File: src/pkg/image_pack_pkg.sv
// Constants for the 64-bit shared image packer: field positions, resets, codes.
// Assumes a single 100 MHz clock domain and plain-port register access.
package image_pack_pkg;
    localparam int ADC_WIDTH       = 12;
    localparam int ADDR_WIDTH      = 4;
    localparam int DATA_WIDTH      = 32;
    // Field positions in the shared image
    localparam int POS_CH0         = 0;
    localparam int POS_DIN         = 12;
    localparam int POS_CH1         = 16;
    localparam int POS_BIPOLAR     = 28;
    localparam int POS_PEAKCUT     = 29;
    localparam int POS_INVOFF      = 30;
    localparam int POS_SWTRIG      = 31;
    localparam int POS_CH2         = 32;
    localparam int POS_UNUSED44    = 44;
    localparam int POS_RSVD45      = 45;
    localparam int POS_SMODE       = 46;
    localparam int POS_CH3         = 48;
    localparam int POS_SEQ         = 60;
    // Function-setting word bit positions
    localparam int FUNC_TRIG_BIT   = 0;
    localparam int FUNC_PEAK_BIT   = 1;
    // Sequence number values
    localparam logic [3:0] SEQ_RESET = 4'h0;
    localparam logic [3:0] SEQ_FIRST = 4'h1;
    localparam logic [3:0] SEQ_LAST  = 4'hF;
    // Conversion coding
    localparam logic [11:0] BIPOLAR_FLIP = 12'h800;
    localparam logic [11:0] ADC_ZERO     = 12'h000;
    // Register offsets (word index)
    localparam logic [3:0] REG_IMAGE_LO  = 4'h0;
    localparam logic [3:0] REG_IMAGE_HI  = 4'h1;
    localparam logic [3:0] REG_FUNC_SET  = 4'h2;
    localparam logic [3:0] REG_STATUS    = 4'h3;
    localparam logic [31:0] FUNC_SET_RESET = 32'h0000_0000;
    localparam logic [31:0] READ_ZERO      = 32'h0000_0000;
    // Sampling method codes, bit 47 high and bit 46 low
    typedef enum logic [1:0] {
        SMODE_CYCLIC  = 2'b00,
        SMODE_SINGLE  = 2'b01,
        SMODE_PERIOD  = 2'b10,
        SMODE_MOVING  = 2'b11
    } smode_type;
endpackage

File: src/core/level_sync.sv
// Two-flop synchroniser for a vector of asynchronous levels.
// Assumes the inputs are quasi-static pins from outside the clock domain.
module level_sync #(
    parameter int WIDTH = 1
) (
    input  wire logic             sys_clk,
    input  wire logic             rst,
    input  wire logic [WIDTH-1:0] async_in,
    output logic      [WIDTH-1:0] sync_out
);
    logic [WIDTH-1:0] meta_q;

    // First stage only feeds the second stage
    always_ff @(posedge sys_clk or posedge rst) begin
        if (rst) begin
            meta_q   <= '0;
            sync_out <= '0;
        end else begin
            meta_q   <= async_in;
            sync_out <= meta_q;
        end
    end
endmodule // level_sync

File: src/core/shared_image_packer.sv
// Packs analog results, input states and configuration flags into the
// 64-bit shared image that other network stations read.
// Assumes conversion results and the renew strobe come from sys_clk logic;
// switches and general inputs are pins and are synchronised here.
//
// Notes on behaviour
// - Channel 0 result sits in image bits 11..0.
// - General inputs 0..3 sit in image bits 12..15.
// - Channel 1 result sits in image bits 27..16.
// - Bit 28 is one when bipolar coding switch is on.
// - Bit 29 shows peak-cut, function-setting word bit 1.
// - Bit 30 is one when inversion is disabled (switch on).
// - Bit 31 shows trigger source, function-setting word bit 0.
// - Bit 44 is always zero.
// - Bits 46 and 47 mirror the two sampling-method switches.
// - Method code 00 cyclic, 01 single, 10 period, 11 moving average.
// - Channel 3 result sits in image bits 59..48.
// - Sequence number in bits 63..60 advances on every analog renewal.
// - Sequence counts from 1 up to F, then wraps to 1, never 0.
// - Sequence reads 0 after reset; reader treats analog values invalid then.
// - Bipolar coding maps mid-scale to 000, full 7FF, zero 800.
// - Inputs pass unchanged with inversion switch on, inverted with it off.
//
// Implementation choices: the address map and the address-and-strobe port.
module shared_image_packer
    import image_pack_pkg::*;
(
    input  wire logic                               sys_clk,
    input  wire logic                               rst,
    input  wire logic [image_pack_pkg::ADC_WIDTH-1:0] channel_zero_raw,
    input  wire logic [image_pack_pkg::ADC_WIDTH-1:0] channel_one_raw,
    input  wire logic [image_pack_pkg::ADC_WIDTH-1:0] channel_three_raw,
    input  wire logic                               renew_strobe,
    input  wire logic [3:0]                         general_input_bits,
    input  wire logic                               bipolar_coding_flag,
    input  wire logic                               input_logic_flip_flag,
    input  wire logic                               sampling_method_low,
    input  wire logic                               sampling_method_high,
    input  wire logic [image_pack_pkg::ADDR_WIDTH-1:0] reg_addr,
    input  wire logic [image_pack_pkg::DATA_WIDTH-1:0] reg_wdata,
    input  wire logic                               reg_write,
    input  wire logic                               reg_read,
    output logic      [image_pack_pkg::DATA_WIDTH-1:0] reg_rdata,
    output logic      [63:0]                        shared_image,
    output logic                                    analog_valid
);
    import image_pack_pkg::*;

    // Pins synchronised before any logic looks at them
    logic [7:0] pins_async;
    logic [7:0] pins_sync;
    assign pins_async = {sampling_method_high, sampling_method_low, input_logic_flip_flag,
                         bipolar_coding_flag, general_input_bits};

    level_sync #(.WIDTH(8)) i_level_sync (
        .sys_clk  (sys_clk),
        .rst      (rst),
        .async_in (pins_async),
        .sync_out (pins_sync)
    );

    // Named views of the synchronised pins
    wire logic [3:0] din_s      = pins_sync[3:0];
    wire logic       bipolar_s  = pins_sync[4];
    wire logic       inv_off_s  = pins_sync[5];
    wire logic       smode_lo_s = pins_sync[6];
    wire logic       smode_hi_s = pins_sync[7];

    // Inputs are inverted unless the switch selects positive logic
    wire logic [3:0] din_logic = inv_off_s ? din_s : ~din_s;

    // Bipolar coding re-centres the unipolar code by flipping the top bit
    wire logic [11:0] ch0_coded = bipolar_s ? (channel_zero_raw ^ BIPOLAR_FLIP) : channel_zero_raw;
    wire logic [11:0] ch1_coded = bipolar_s ? (channel_one_raw ^ BIPOLAR_FLIP) : channel_one_raw;
    wire logic [11:0] ch3_coded = bipolar_s ? (channel_three_raw ^ BIPOLAR_FLIP) : channel_three_raw;

    // Register decode
    logic [31:0] function_setting_word_q;
    logic [31:0] reg_rdata_d;
    logic [63:0] shared_image_d;
    logic [3:0]  renewal_counter_q;
    logic [3:0]  renewal_counter_d;
    logic [11:0] ch0_q;
    logic [11:0] ch1_q;
    logic [11:0] ch3_q;
    wire logic   wr_func  = reg_write && (reg_addr == REG_FUNC_SET);
    wire logic   rd_lo    = reg_addr == REG_IMAGE_LO;
    wire logic   rd_hi    = reg_addr == REG_IMAGE_HI;
    wire logic   rd_func  = reg_addr == REG_FUNC_SET;
    wire logic   rd_stat  = reg_addr == REG_STATUS;
    wire logic   peak_cut = function_setting_word_q[FUNC_PEAK_BIT];
    wire logic   sw_trig  = function_setting_word_q[FUNC_TRIG_BIT];
    wire smode_type smode = smode_type'({smode_hi_s, smode_lo_s});

    // Function-setting word, written by software only
    always_ff @(posedge sys_clk or posedge rst) begin
        if (rst) begin
            function_setting_word_q <= FUNC_SET_RESET;
        end else if (wr_func) begin
            function_setting_word_q <= reg_wdata;
        end
    end

    // Sequence wraps F to 1 so zero only ever means "nothing yet"
    assign renewal_counter_d = (renewal_counter_q == SEQ_LAST || renewal_counter_q == SEQ_RESET)
                               ? SEQ_FIRST : renewal_counter_q + 4'h1;

    // Analog snapshots and sequence advance together on each renewal
    always_ff @(posedge sys_clk or posedge rst) begin
        if (rst) begin
            renewal_counter_q <= SEQ_RESET;
            ch0_q             <= ADC_ZERO;
            ch1_q             <= ADC_ZERO;
            ch3_q             <= ADC_ZERO;
        end else if (renew_strobe) begin
            renewal_counter_q <= renewal_counter_d;
            ch0_q             <= ch0_coded;
            ch1_q             <= ch1_coded;
            ch3_q             <= ch3_coded;
        end
    end

    // Image assembly; flags follow switches and the function word live, analog fields follow renewals
    always_comb begin
        shared_image_d                            = '0;
        shared_image_d[POS_CH0 +: 12]             = ch0_q;
        shared_image_d[POS_DIN +: 4]              = din_logic;
        shared_image_d[POS_CH1 +: 12]             = ch1_q;
        shared_image_d[POS_BIPOLAR]               = bipolar_s;
        shared_image_d[POS_PEAKCUT]               = peak_cut;
        shared_image_d[POS_INVOFF]                = inv_off_s;
        shared_image_d[POS_SWTRIG]                = sw_trig;
        shared_image_d[POS_CH2 +: 12]             = 12'h000;
        shared_image_d[POS_UNUSED44]              = 1'b0;
        shared_image_d[POS_RSVD45]                = 1'b0;
        shared_image_d[POS_SMODE +: 2]            = smode;
        shared_image_d[POS_CH3 +: 12]             = ch3_q;
        shared_image_d[POS_SEQ +: 4]              = renewal_counter_q;
    end

    // Read mux; unmapped addresses read zero
    always_comb begin
        reg_rdata_d = READ_ZERO;
        if (reg_read) begin
            if (rd_lo) begin
                reg_rdata_d = shared_image_d[31:0];
            end else if (rd_hi) begin
                reg_rdata_d = shared_image_d[63:32];
            end else if (rd_func) begin
                reg_rdata_d = function_setting_word_q;
            end else if (rd_stat) begin
                reg_rdata_d = {31'h0000_0000, renewal_counter_q != SEQ_RESET};
            end
        end
    end

    // Outputs come straight from flops so readers see one consistent image
    always_ff @(posedge sys_clk or posedge rst) begin
        if (rst) begin
            reg_rdata    <= READ_ZERO;
            shared_image <= '0;
            analog_valid <= 1'b0;
        end else begin
            reg_rdata    <= reg_rdata_d;
            shared_image <= shared_image_d;
            analog_valid <= renewal_counter_q != SEQ_RESET;
        end
    end

    // Checks
    property p_seq_advance;
        @(posedge sys_clk) disable iff (rst)
        renew_strobe |=> renewal_counter_q == $past(renewal_counter_d);
    endproperty
    a_seq_advance: assert property (p_seq_advance) else $error("sequence did not advance");

    property p_seq_nonzero;
        @(posedge sys_clk) disable iff (rst)
        renewal_counter_q != SEQ_RESET |=> renewal_counter_q != SEQ_RESET;
    endproperty
    a_seq_nonzero: assert property (p_seq_nonzero) else $error("sequence returned to zero");

    property p_seq_wrap;
        @(posedge sys_clk) disable iff (rst)
        (renewal_counter_q == 4'hF && renew_strobe) |=> renewal_counter_q == 4'h1;
    endproperty
    a_seq_wrap: assert property (p_seq_wrap) else $error("sequence wrap wrong");

    property p_seq_hold;
        @(posedge sys_clk) disable iff (rst)
        !renew_strobe |=> $stable(renewal_counter_q);
    endproperty
    a_seq_hold: assert property (p_seq_hold) else $error("sequence moved without renewal");

    property p_unused_zero;
        @(posedge sys_clk) disable iff (rst)
        ##1 (shared_image[44] == 1'b0 && shared_image[45] == 1'b0 && shared_image[43:32] == 12'h000);
    endproperty
    a_unused_zero: assert property (p_unused_zero) else $error("reserved image bits not zero");

    property p_ch0_place;
        @(posedge sys_clk) disable iff (rst)
        renew_strobe |=> ##1 shared_image[11:0] == ($past(ch0_coded, 2));
    endproperty
    a_ch0_place: assert property (p_ch0_place) else $error("channel 0 misplaced");

    property p_ch3_place;
        @(posedge sys_clk) disable iff (rst)
        renew_strobe |=> ##1 shared_image[59:48] == ($past(ch3_coded, 2));
    endproperty
    a_ch3_place: assert property (p_ch3_place) else $error("channel 3 misplaced");

    // Image flop holds zero through reset, so attempts start only once reset is gone
    property p_din_inv;
        @(posedge sys_clk) disable iff (rst)
        !rst |=> shared_image[15:12] == ($past(inv_off_s) ? $past(din_s) : ~$past(din_s));
    endproperty
    a_din_inv: assert property (p_din_inv) else $error("general inputs wrong polarity");

    property p_flags;
        @(posedge sys_clk) disable iff (rst)
        !rst |=> shared_image[31:28] == {$past(sw_trig), $past(inv_off_s), $past(peak_cut), $past(bipolar_s)};
    endproperty
    a_flags: assert property (p_flags) else $error("indicator bits wrong");

    property p_smode;
        @(posedge sys_clk) disable iff (rst)
        !rst |=> shared_image[47:46] == {$past(smode_hi_s), $past(smode_lo_s)};
    endproperty
    a_smode: assert property (p_smode) else $error("sampling method bits wrong");

    // Sequence and validity checks
    property p_seq_image;
        @(posedge sys_clk) disable iff (rst)
        !rst |=> shared_image[63:60] == $past(renewal_counter_q);
    endproperty
    a_seq_image: assert property (p_seq_image) else $error("sequence field lags counter");

    property p_first_renew;
        @(posedge sys_clk) disable iff (rst)
        (renew_strobe && renewal_counter_q == SEQ_RESET) |=> renewal_counter_q == SEQ_FIRST;
    endproperty
    a_first_renew: assert property (p_first_renew) else $error("first renewal not one");

    property p_seq_step;
        @(posedge sys_clk) disable iff (rst)
        (renew_strobe && renewal_counter_q != SEQ_LAST && renewal_counter_q != SEQ_RESET)
            |=> renewal_counter_q == $past(renewal_counter_q) + 4'h1;
    endproperty
    a_seq_step: assert property (p_seq_step) else $error("sequence step wrong");

    property p_valid_tracks;
        @(posedge sys_clk) disable iff (rst)
        analog_valid == (shared_image[63:60] != SEQ_RESET);
    endproperty
    a_valid_tracks: assert property (p_valid_tracks) else $error("valid flag disagrees with sequence");

    // Coding checks on the captured snapshots
    property p_bip_mid;
        @(posedge sys_clk) disable iff (rst)
        (renew_strobe && bipolar_s && channel_zero_raw == 12'h800) |=> ch0_q == 12'h000;
    endproperty
    a_bip_mid: assert property (p_bip_mid) else $error("bipolar mid-scale code wrong");

    property p_bip_full;
        @(posedge sys_clk) disable iff (rst)
        (renew_strobe && bipolar_s && channel_one_raw == 12'hFFF) |=> ch1_q == 12'h7FF;
    endproperty
    a_bip_full: assert property (p_bip_full) else $error("bipolar full-scale code wrong");

    property p_bip_zero;
        @(posedge sys_clk) disable iff (rst)
        (renew_strobe && bipolar_s && channel_one_raw == 12'h000) |=> ch1_q == 12'h800;
    endproperty
    a_bip_zero: assert property (p_bip_zero) else $error("bipolar zero code wrong");

    property p_uni_pass;
        @(posedge sys_clk) disable iff (rst)
        (renew_strobe && !bipolar_s) |=> (ch0_q == $past(channel_zero_raw)
            && ch1_q == $past(channel_one_raw)
            && ch3_q == $past(channel_three_raw));
    endproperty
    a_uni_pass: assert property (p_uni_pass) else $error("unipolar code altered");

    // Snapshots move only on a renewal, so both image halves stay coherent between them
    property p_snap_hold;
        @(posedge sys_clk) disable iff (rst)
        !renew_strobe |=> ($stable(ch0_q) && $stable(ch1_q)
            && $stable(ch3_q));
    endproperty
    a_snap_hold: assert property (p_snap_hold) else $error("snapshot moved without renewal");

    property p_ch1_place;
        @(posedge sys_clk) disable iff (rst)
        renew_strobe |=> ##1 shared_image[27:16] == ($past(ch1_coded, 2));
    endproperty
    a_ch1_place: assert property (p_ch1_place) else $error("channel 1 misplaced");

    // Input polarity and method code checks
    property p_din_pass;
        @(posedge sys_clk) disable iff (rst)
        (!rst && inv_off_s) |=> shared_image[15:12] == $past(din_s);
    endproperty
    a_din_pass: assert property (p_din_pass) else $error("inputs inverted while switch on");

    property p_din_flip;
        @(posedge sys_clk) disable iff (rst)
        (!rst && !inv_off_s) |=> shared_image[15:12] == ~$past(din_s);
    endproperty
    a_din_flip: assert property (p_din_flip) else $error("inputs not inverted while switch off");

    property p_smode_single;
        @(posedge sys_clk) disable iff (rst)
        (!smode_hi_s && smode_lo_s) |=> shared_image[47:46] == SMODE_SINGLE;
    endproperty
    a_smode_single: assert property (p_smode_single) else $error("single trigger code wrong");

    property p_smode_period;
        @(posedge sys_clk) disable iff (rst)
        (smode_hi_s && !smode_lo_s) |=> shared_image[47:46] == SMODE_PERIOD;
    endproperty
    a_smode_period: assert property (p_smode_period) else $error("period average code wrong");

    // Function word and register read checks
    property p_func_write;
        @(posedge sys_clk) disable iff (rst)
        wr_func |=> function_setting_word_q == $past(reg_wdata);
    endproperty
    a_func_write: assert property (p_func_write) else $error("function word write lost");

    property p_func_hold;
        @(posedge sys_clk) disable iff (rst)
        !wr_func |=> $stable(function_setting_word_q);
    endproperty
    a_func_hold: assert property (p_func_hold) else $error("function word changed unwritten");

    property p_rd_lo;
        @(posedge sys_clk) disable iff (rst)
        (reg_read && rd_lo) |=> reg_rdata == shared_image[31:0];
    endproperty
    a_rd_lo: assert property (p_rd_lo) else $error("low image read differs");

    property p_rd_hi;
        @(posedge sys_clk) disable iff (rst)
        (reg_read && rd_hi) |=> reg_rdata == shared_image[63:32];
    endproperty
    a_rd_hi: assert property (p_rd_hi) else $error("high image read differs");

    property p_rd_func;
        @(posedge sys_clk) disable iff (rst)
        (reg_read && rd_func) |=> reg_rdata == $past(function_setting_word_q);
    endproperty
    a_rd_func: assert property (p_rd_func) else $error("function word read differs");

    property p_rd_stat;
        @(posedge sys_clk) disable iff (rst)
        (reg_read && rd_stat) |=> reg_rdata == {31'h0000_0000, analog_valid};
    endproperty
    a_rd_stat: assert property (p_rd_stat) else $error("status read differs");
endmodule // shared_image_packer

File: config.mk
export PLATFORM = sky130hd
export DESIGN_NAME = shared_image_packer
export DESIGN_NICKNAME = d
export VERILOG_FILES = /design/src/pkg/image_pack_pkg.sv /design/src/core/level_sync.sv /design/src/core/shared_image_packer.sv
export SDC_FILE = /design/constraint.sdc
export NUM_CORES = 1
export LEC_CHECK = 0
export BUFFER_PORTS_ARGS = -buffer_cell sky130_fd_sc_hd__buf_2
export CAP_MARGIN = 20
export CORE_MARGIN = 5
export CORE_UTILIZATION = 46
export DETAILED_ROUTE_END_ITERATION = 8
export GPL_ROUTABILITY_DRIVEN = 1
export GPL_TIMING_DRIVEN = 0
export PLACE_DENSITY_LB_ADDON = 0.12
export SLEW_MARGIN = 20
export SYNTH_ARGS = -nofsm -noshare
export SYNTH_HDL_FRONTEND = slang
export SYNTH_HIERARCHICAL = 1
export SYNTH_SLANG_ARGS = --single-unit
File: constraint.sdc
create_clock -name sys_clk -period 4.6 [get_ports sys_clk]
set_input_delay 0.46 -clock sys_clk [delete_from_list [all_inputs] [get_ports sys_clk]]
set_output_delay 0.46 -clock sys_clk [all_outputs]
set_load 0.01 [all_outputs]
## Word level (Yosys, flattened, before mapping)

Index checks and enable logic that the tools add are counted.

| storage, ports and cells | value |
|---|---|
| output and inout port bits | 97 |
| word-level logic and storage cells | 34 |
| input bits | 85 |
| flip-flop bits (word level) | 171 |

| operators by class | value |
|---|---|
| add/subtract/negate cells | 1 |
| reduce and logical (&&, ||, !) cells | 5 |
| mux-type cells | 10 |
| bitwise operators | 4 |
| equal/unequal tests | 4 |

Operators with widths:

| operator | number |
|---|---|
| 32-bit two-way mux | 4 |
| 12-bit two-way mux | 3 |
| 4-bit by 2-bit == test with 1-bit output (second input constant) | 2 |
| 4-bit zero test | 2 |
| 4-bit two-way mux | 2 |
| 4-bit by 1-bit adder with 4-bit output (second input constant) | 1 |
| 4-bit by 1-bit == test with 1-bit output (second input constant) | 1 |
| 4-bit == test (second input constant) | 1 |
| 4-bit inverter | 1 |
| 4-bit nonzero test | 1 |
| 1-bit inverter | 3 |
| 1-bit logical AND | 1 |
| 1-bit logical OR | 1 |
| 1-bit two-way mux | 1 |

## Logic depth before layout (Yosys ltp)

| logic depth | value |
|---|---|
| depth in word-level cells | 6 |
| depth in mapped cells | 5 |
| gate-level depth less buffers | 5 |

## Cells and area by module

The synthesis kept the hierarchy.

By module, submodules not included:

| module | cells each | instances | area an instance (µm²) | seq. area each (µm²) |
|---|---|---|---|---|
| shared_image_packer | 378 | 1 | 5696.7 | 3878.7 |
| level_sync | 17 | 1 | 404.1 | 400.4 |

## Worst setup path before layout

No wires, ideal clock.

| timing | value |
|---|---|
| path kind | in2reg |
| start | input reg_addr[3] (netlist name) |
| end | register reg_rdata[21] (netlist name) |
| data arrival time | 1.440 ns |
| data required time | 4.463 ns |
| stages on the path | 5 |
| library setup time | 0.137 ns |
| path buffers | 2 |
| path slack | 3.023 ns |
| cells stage by stage | or4_1 > buf_2 > buf_6 > o221ai_1 > a21oi_1 |

| on the way | value |
|---|---|
| longest elaborated chain between the ends | 5 |
| elaborated cells between the ends (all ways) | 7 |
| classes of those cells | eq/ne: 2; mux: 4; reduce/logical: 1 |

Ends and longest elaborated chain:

| what | RTL line | text |
|---|---|---|
| start: declaration | shared_image_packer.sv:39 | `input wire logic [image_pack_pkg::ADDR_WIDTH-1:0] reg_addr,` |
| 4-bit by 2-bit == test with 1-bit output | shared_image_packer.sv:89 | `wire logic rd_func = reg_addr == REG_FUNC_SET;` |
| 32-bit two-way mux | shared_image_packer.sv:149 | `end else if (rd_func) begin` |
| 32-bit two-way mux | shared_image_packer.sv:147 | `end else if (rd_hi) begin` |
| 32-bit two-way mux * | shared_image_packer.sv:145 | `if (rd_lo) begin` |
| 32-bit two-way mux * | shared_image_packer.sv:144 | `if (reg_read) begin` |
| via reg_rdata_d[21] | shared_image_packer.sv:79 | `logic [31:0] reg_rdata_d;` |
| end signal: assignment | shared_image_packer.sv:164 | `reg_rdata <= reg_rdata_d;` |
| end: declaration | shared_image_packer.sv:43 | `output logic [image_pack_pkg::DATA_WIDTH-1:0] reg_rdata,` |

The timed path passes the listed nets; every way through them passes the cells marked *.
A chain may end at the register's enable or synchronous reset.

## Worst setup path after layout

| timing | value |
|---|---|
| start | input renew_strobe |
| end | register ch1_q[6] |

RTL lines:

| what | RTL line | text |
|---|---|---|
| start: declaration | shared_image_packer.sv:33 | `input wire logic renew_strobe,` |
| end signal: assignment | shared_image_packer.sv:118 | `ch1_q <= ch1_coded;` |
| end: declaration | shared_image_packer.sv:84 | `logic [11:0] ch1_q;` |

No word-level cell between the ends.

==> metrics <==
CTS buffer count 17; Worst Path Max Fanout 10; setup_tns 0 ps; switch share between 20% and 30%; Clock Path Buffers 2; Rel. slew slack about 45%; family with the most delay on the worst path buffers and inverters; peak supply drop around 0.26 mV; crit path launch type input port; Final Hold Viols 0; Cell Pwr Density about 470 nW/µm²; worst stage delay on the critical path between 600 and 700 ps; Die Wd roughly 130 µm; Pleak between 3 and 4 nW; hold_buf cts 0; Unique masters post-synth 35; largest net degree at the start of global routing 35; Stages on worst setup path 3; Max Cap Viol 0; Vias around 3800; syn_area_per_cell between 15 and 20 µm²; IO Pins around 180; DRC viols 0; Worst-path clk slew roughly 60 ps; CP Capture Type flip-flop; Clk network pwr share between 40% and 50%; most frequent cells in the layout dfrtp_1 (171), buf_2 (170), mux2_2 (35); fillcell total between 1000 and 1500; CP required 4890 ps; Final nets approximately 690; Detailed Place HPWL between 10 and 15 mm; design area 7940 µm²; CTS tree built; final period utilization about a third; status finished, final reports clean; # diodes 0; ANT nets after route 0; initial antenna violation count 2; RSZ-0062 raised after global routing false; Synth-to-Final Area Change 30.2%; Die H 125 µm; Internal Power slightly below 3 mW; most common cell after layout, fill and taps aside dfrtp_1; Psw around 870 µW; FF+latch count, synth between 150 and 200; Routability Congestion 0.782; PostCTS Resize Cnt 0; Synth Cell Area around 6100 µm²; TritonCTS Sinks ~170; GR Overflow Total 0; placed instance area 7310 µm²; R2R cell count 5; Worst Tran Pin Value between 800 and 900 ps; Total Wirelength between 10 and 15 mm; clock skew 5.92 ps; combinational share of power about an eighth; WP buf/inv 2; Initial Util a little under half; first-pass GRT wire length between 20 and 25 mm; routed len/inst 17.6 µm; IO Port Bufs around 170; Initial DRT Pass Iterations 4; Yosys warnings 6; Setup Buffers After CTS 0; gr usage total 18.6%; sequential share of power roughly half; Max Slew Vio Count 0; CTS root buf clkbuf_16; Final min period around 1600 ps; Seq/Total Area, Yosys 70.1%; Hold Path Class input port to async pin; slowest cell on the critical path buf_1; core footprint 13100 µm²; crit path DAT 1900 ps; DIE AREA between 15000 and 20000 µm²; H-tree Lvls 4; vias per cell between 4 and 5; Cell Chain, Critical Path clkbuf_1 > buf_1 > mux2_2; share of layout cells above drive strength 1 between 40% and 50%; CP Class input port to flip-flop; Finish-stage setup viols 0; vias in the first global route roughly 4200; DRC violation total after the first TritonRoute iteration approximately 240; clk_lat worst skew between 400 and 500 ps; Max Fclk around 620 MHz; Mapped Cells 395; Rows 42
==> flip-flops by register name, indices dropped and copies added, names as in the netlist <==
signal	cells
reg_rdata	32
i_level_sync/meta_q	8
ch1_q	12
analog_valid	1
i_level_sync/sync_out	8
renewal_counter_q	4
ch0_q	12
shared_image	50
ch3_q	12
function_setting_word_q	32
==> cell families after synthesis <==
family                   Yosys count  share of synthesized area (%)
XOR/XNOR                           7                           1.00
flip-flops                       171                           70.1
buffers and inverters             40                           3.90
AND/OR/NAND/NOR                   49                           4.41
AO/OA/AOI/OAI                     60                           6.85
multiplexers                      65                           13.2
other                              1                         0.0615
adder cells (fa/ha/maj)            2                          0.410
==> worst paths after layout <==
kind	start	to	slack (ps)
setup / recovery	renew_strobe	ch1_q[6]$_DFFE_PP0P_	2990
hold / removal	rst	function_setting_word_q[13]$_DFFE_PP0P_	50
setup reg to reg	renewal_counter_q[0]$_DFFE_PP0P_	reg_rdata[0]$_DFF_PP0_	3130
hold reg to reg	i_level_sync/meta_q[4]$_DFF_PP0_	i_level_sync/sync_out[4]$_DFF_PP0_	350
max in group asynchronous	rst	shared_image[50]$_DFF_PP0_	3820
min in group sys_clk	input_logic_flip_flag	i_level_sync/meta_q[5]$_DFF_PP0_	160
==> layer usage <==
layer / up-vias / track usage (%) / share of wire (%)
met1: 1932 / 23.6 / 41
met2: 105 / 30.1 / 50
met5: - / 0 / 0.10
met4: 4 / 5.87 / 1.5
li1: 1762 / - / -
met3: 17 / 6.52 / 7.3
==> worst register-to-register path, delay by kind of cell (launching register included) <==
family	cells	cell delay, ps
AOI/OAI and AO/OA	1	70
DFF	1	450
adders and majority gates	1	140
and+or+nand+nor	2	590
buffers and inverters	1	110
==> layout make-up <==
| cell class | count | area (µm²) | area share (%) |
|---|---|---|---|
| sequential | 171 | 4280 | 53.9 |
| multi-input combinational | 197 | 1630 | 20.6 |
| clock buffer | 25 | 495 | 6.24 |
| timing repair buffer | 171 | 938 | 11.8 |
| clock inverter | 7 | 135 | 1.70 |
| buffer | 34 | 215 | 2.71 |
| inverter | 6 | 26.3 | 0.331 |
| tap | 176 | 220 | 2.77 |
==> power by group through the flow <==
stage / clock network, mW / logic, mW / registers [mW]
after CTS: 1.53 / 0.454 / 1.81
after floorplan: 0 / 0.238 / 1.84
after detailed placement: 0 / 0.452 / 1.84
after global routing: 1.60 / 0.495 / 1.84
final: 1.51 / 0.445 / 1.81
after global placement: 0 / 0.427 / 1.83
==> per-stage QoR <==
step | power, mW | instances | worst slack, ps | hold WS, ps | utilization (%)
floorplan | 2.08 | 408 | 2180 | 331 | -
global placement | 2.26 | 750 | 1260 | 332 | 54.8
detailed placement | 2.29 | 755 | 2530 | 335 | 55.7
CTS | 3.80 | 787 | 2950 | 40.2 | 60.5
global route | 3.94 | 787 | 2840 | 57.3 | 60.5
finish | 3.76 | 787 | 2990 | 46.7 | 60.5
==> synthesized netlist by cell type <==
master	number	area (µm²)
dfrtp_1	171	4280
mux2_2	35	394
a21oi_1	20	100
mux2_4	20	300
nand2_1	20	75.1
o221ai_1	18	158
buf_4	14	105
a22oi_1	13	97.6
nor2b_1	13	81.3
mux2_1	10	113
clkbuf_1	8	30.0
nor2_1	7	26.3
xnor2_1	7	61.3
inv_1	5	18.8
buf_1	4	15.0
buf_2	4	20.0
buf_6	4	45.0
o21ai_0	3	15.0
a21boi_0	2	15.0
ha_1	2	25.0
a21o_1	1	7.51
a311oi_1	1	8.76
and2_1	1	6.26
clkinv_1	1	3.75
conb_1	1	3.75
nand2_2	1	6.26
nand3_1	1	5.00
nor3_1	1	5.00
nor3b_1	1	7.51
nor3b_2	1	12.5
nor4_2	1	12.5
nor4b_4	1	23.8
o211ai_1	1	7.51
o41ai_1	1	8.76
or4_1	1	7.51
Note: power is estimated with default switching activity, not from simulation.
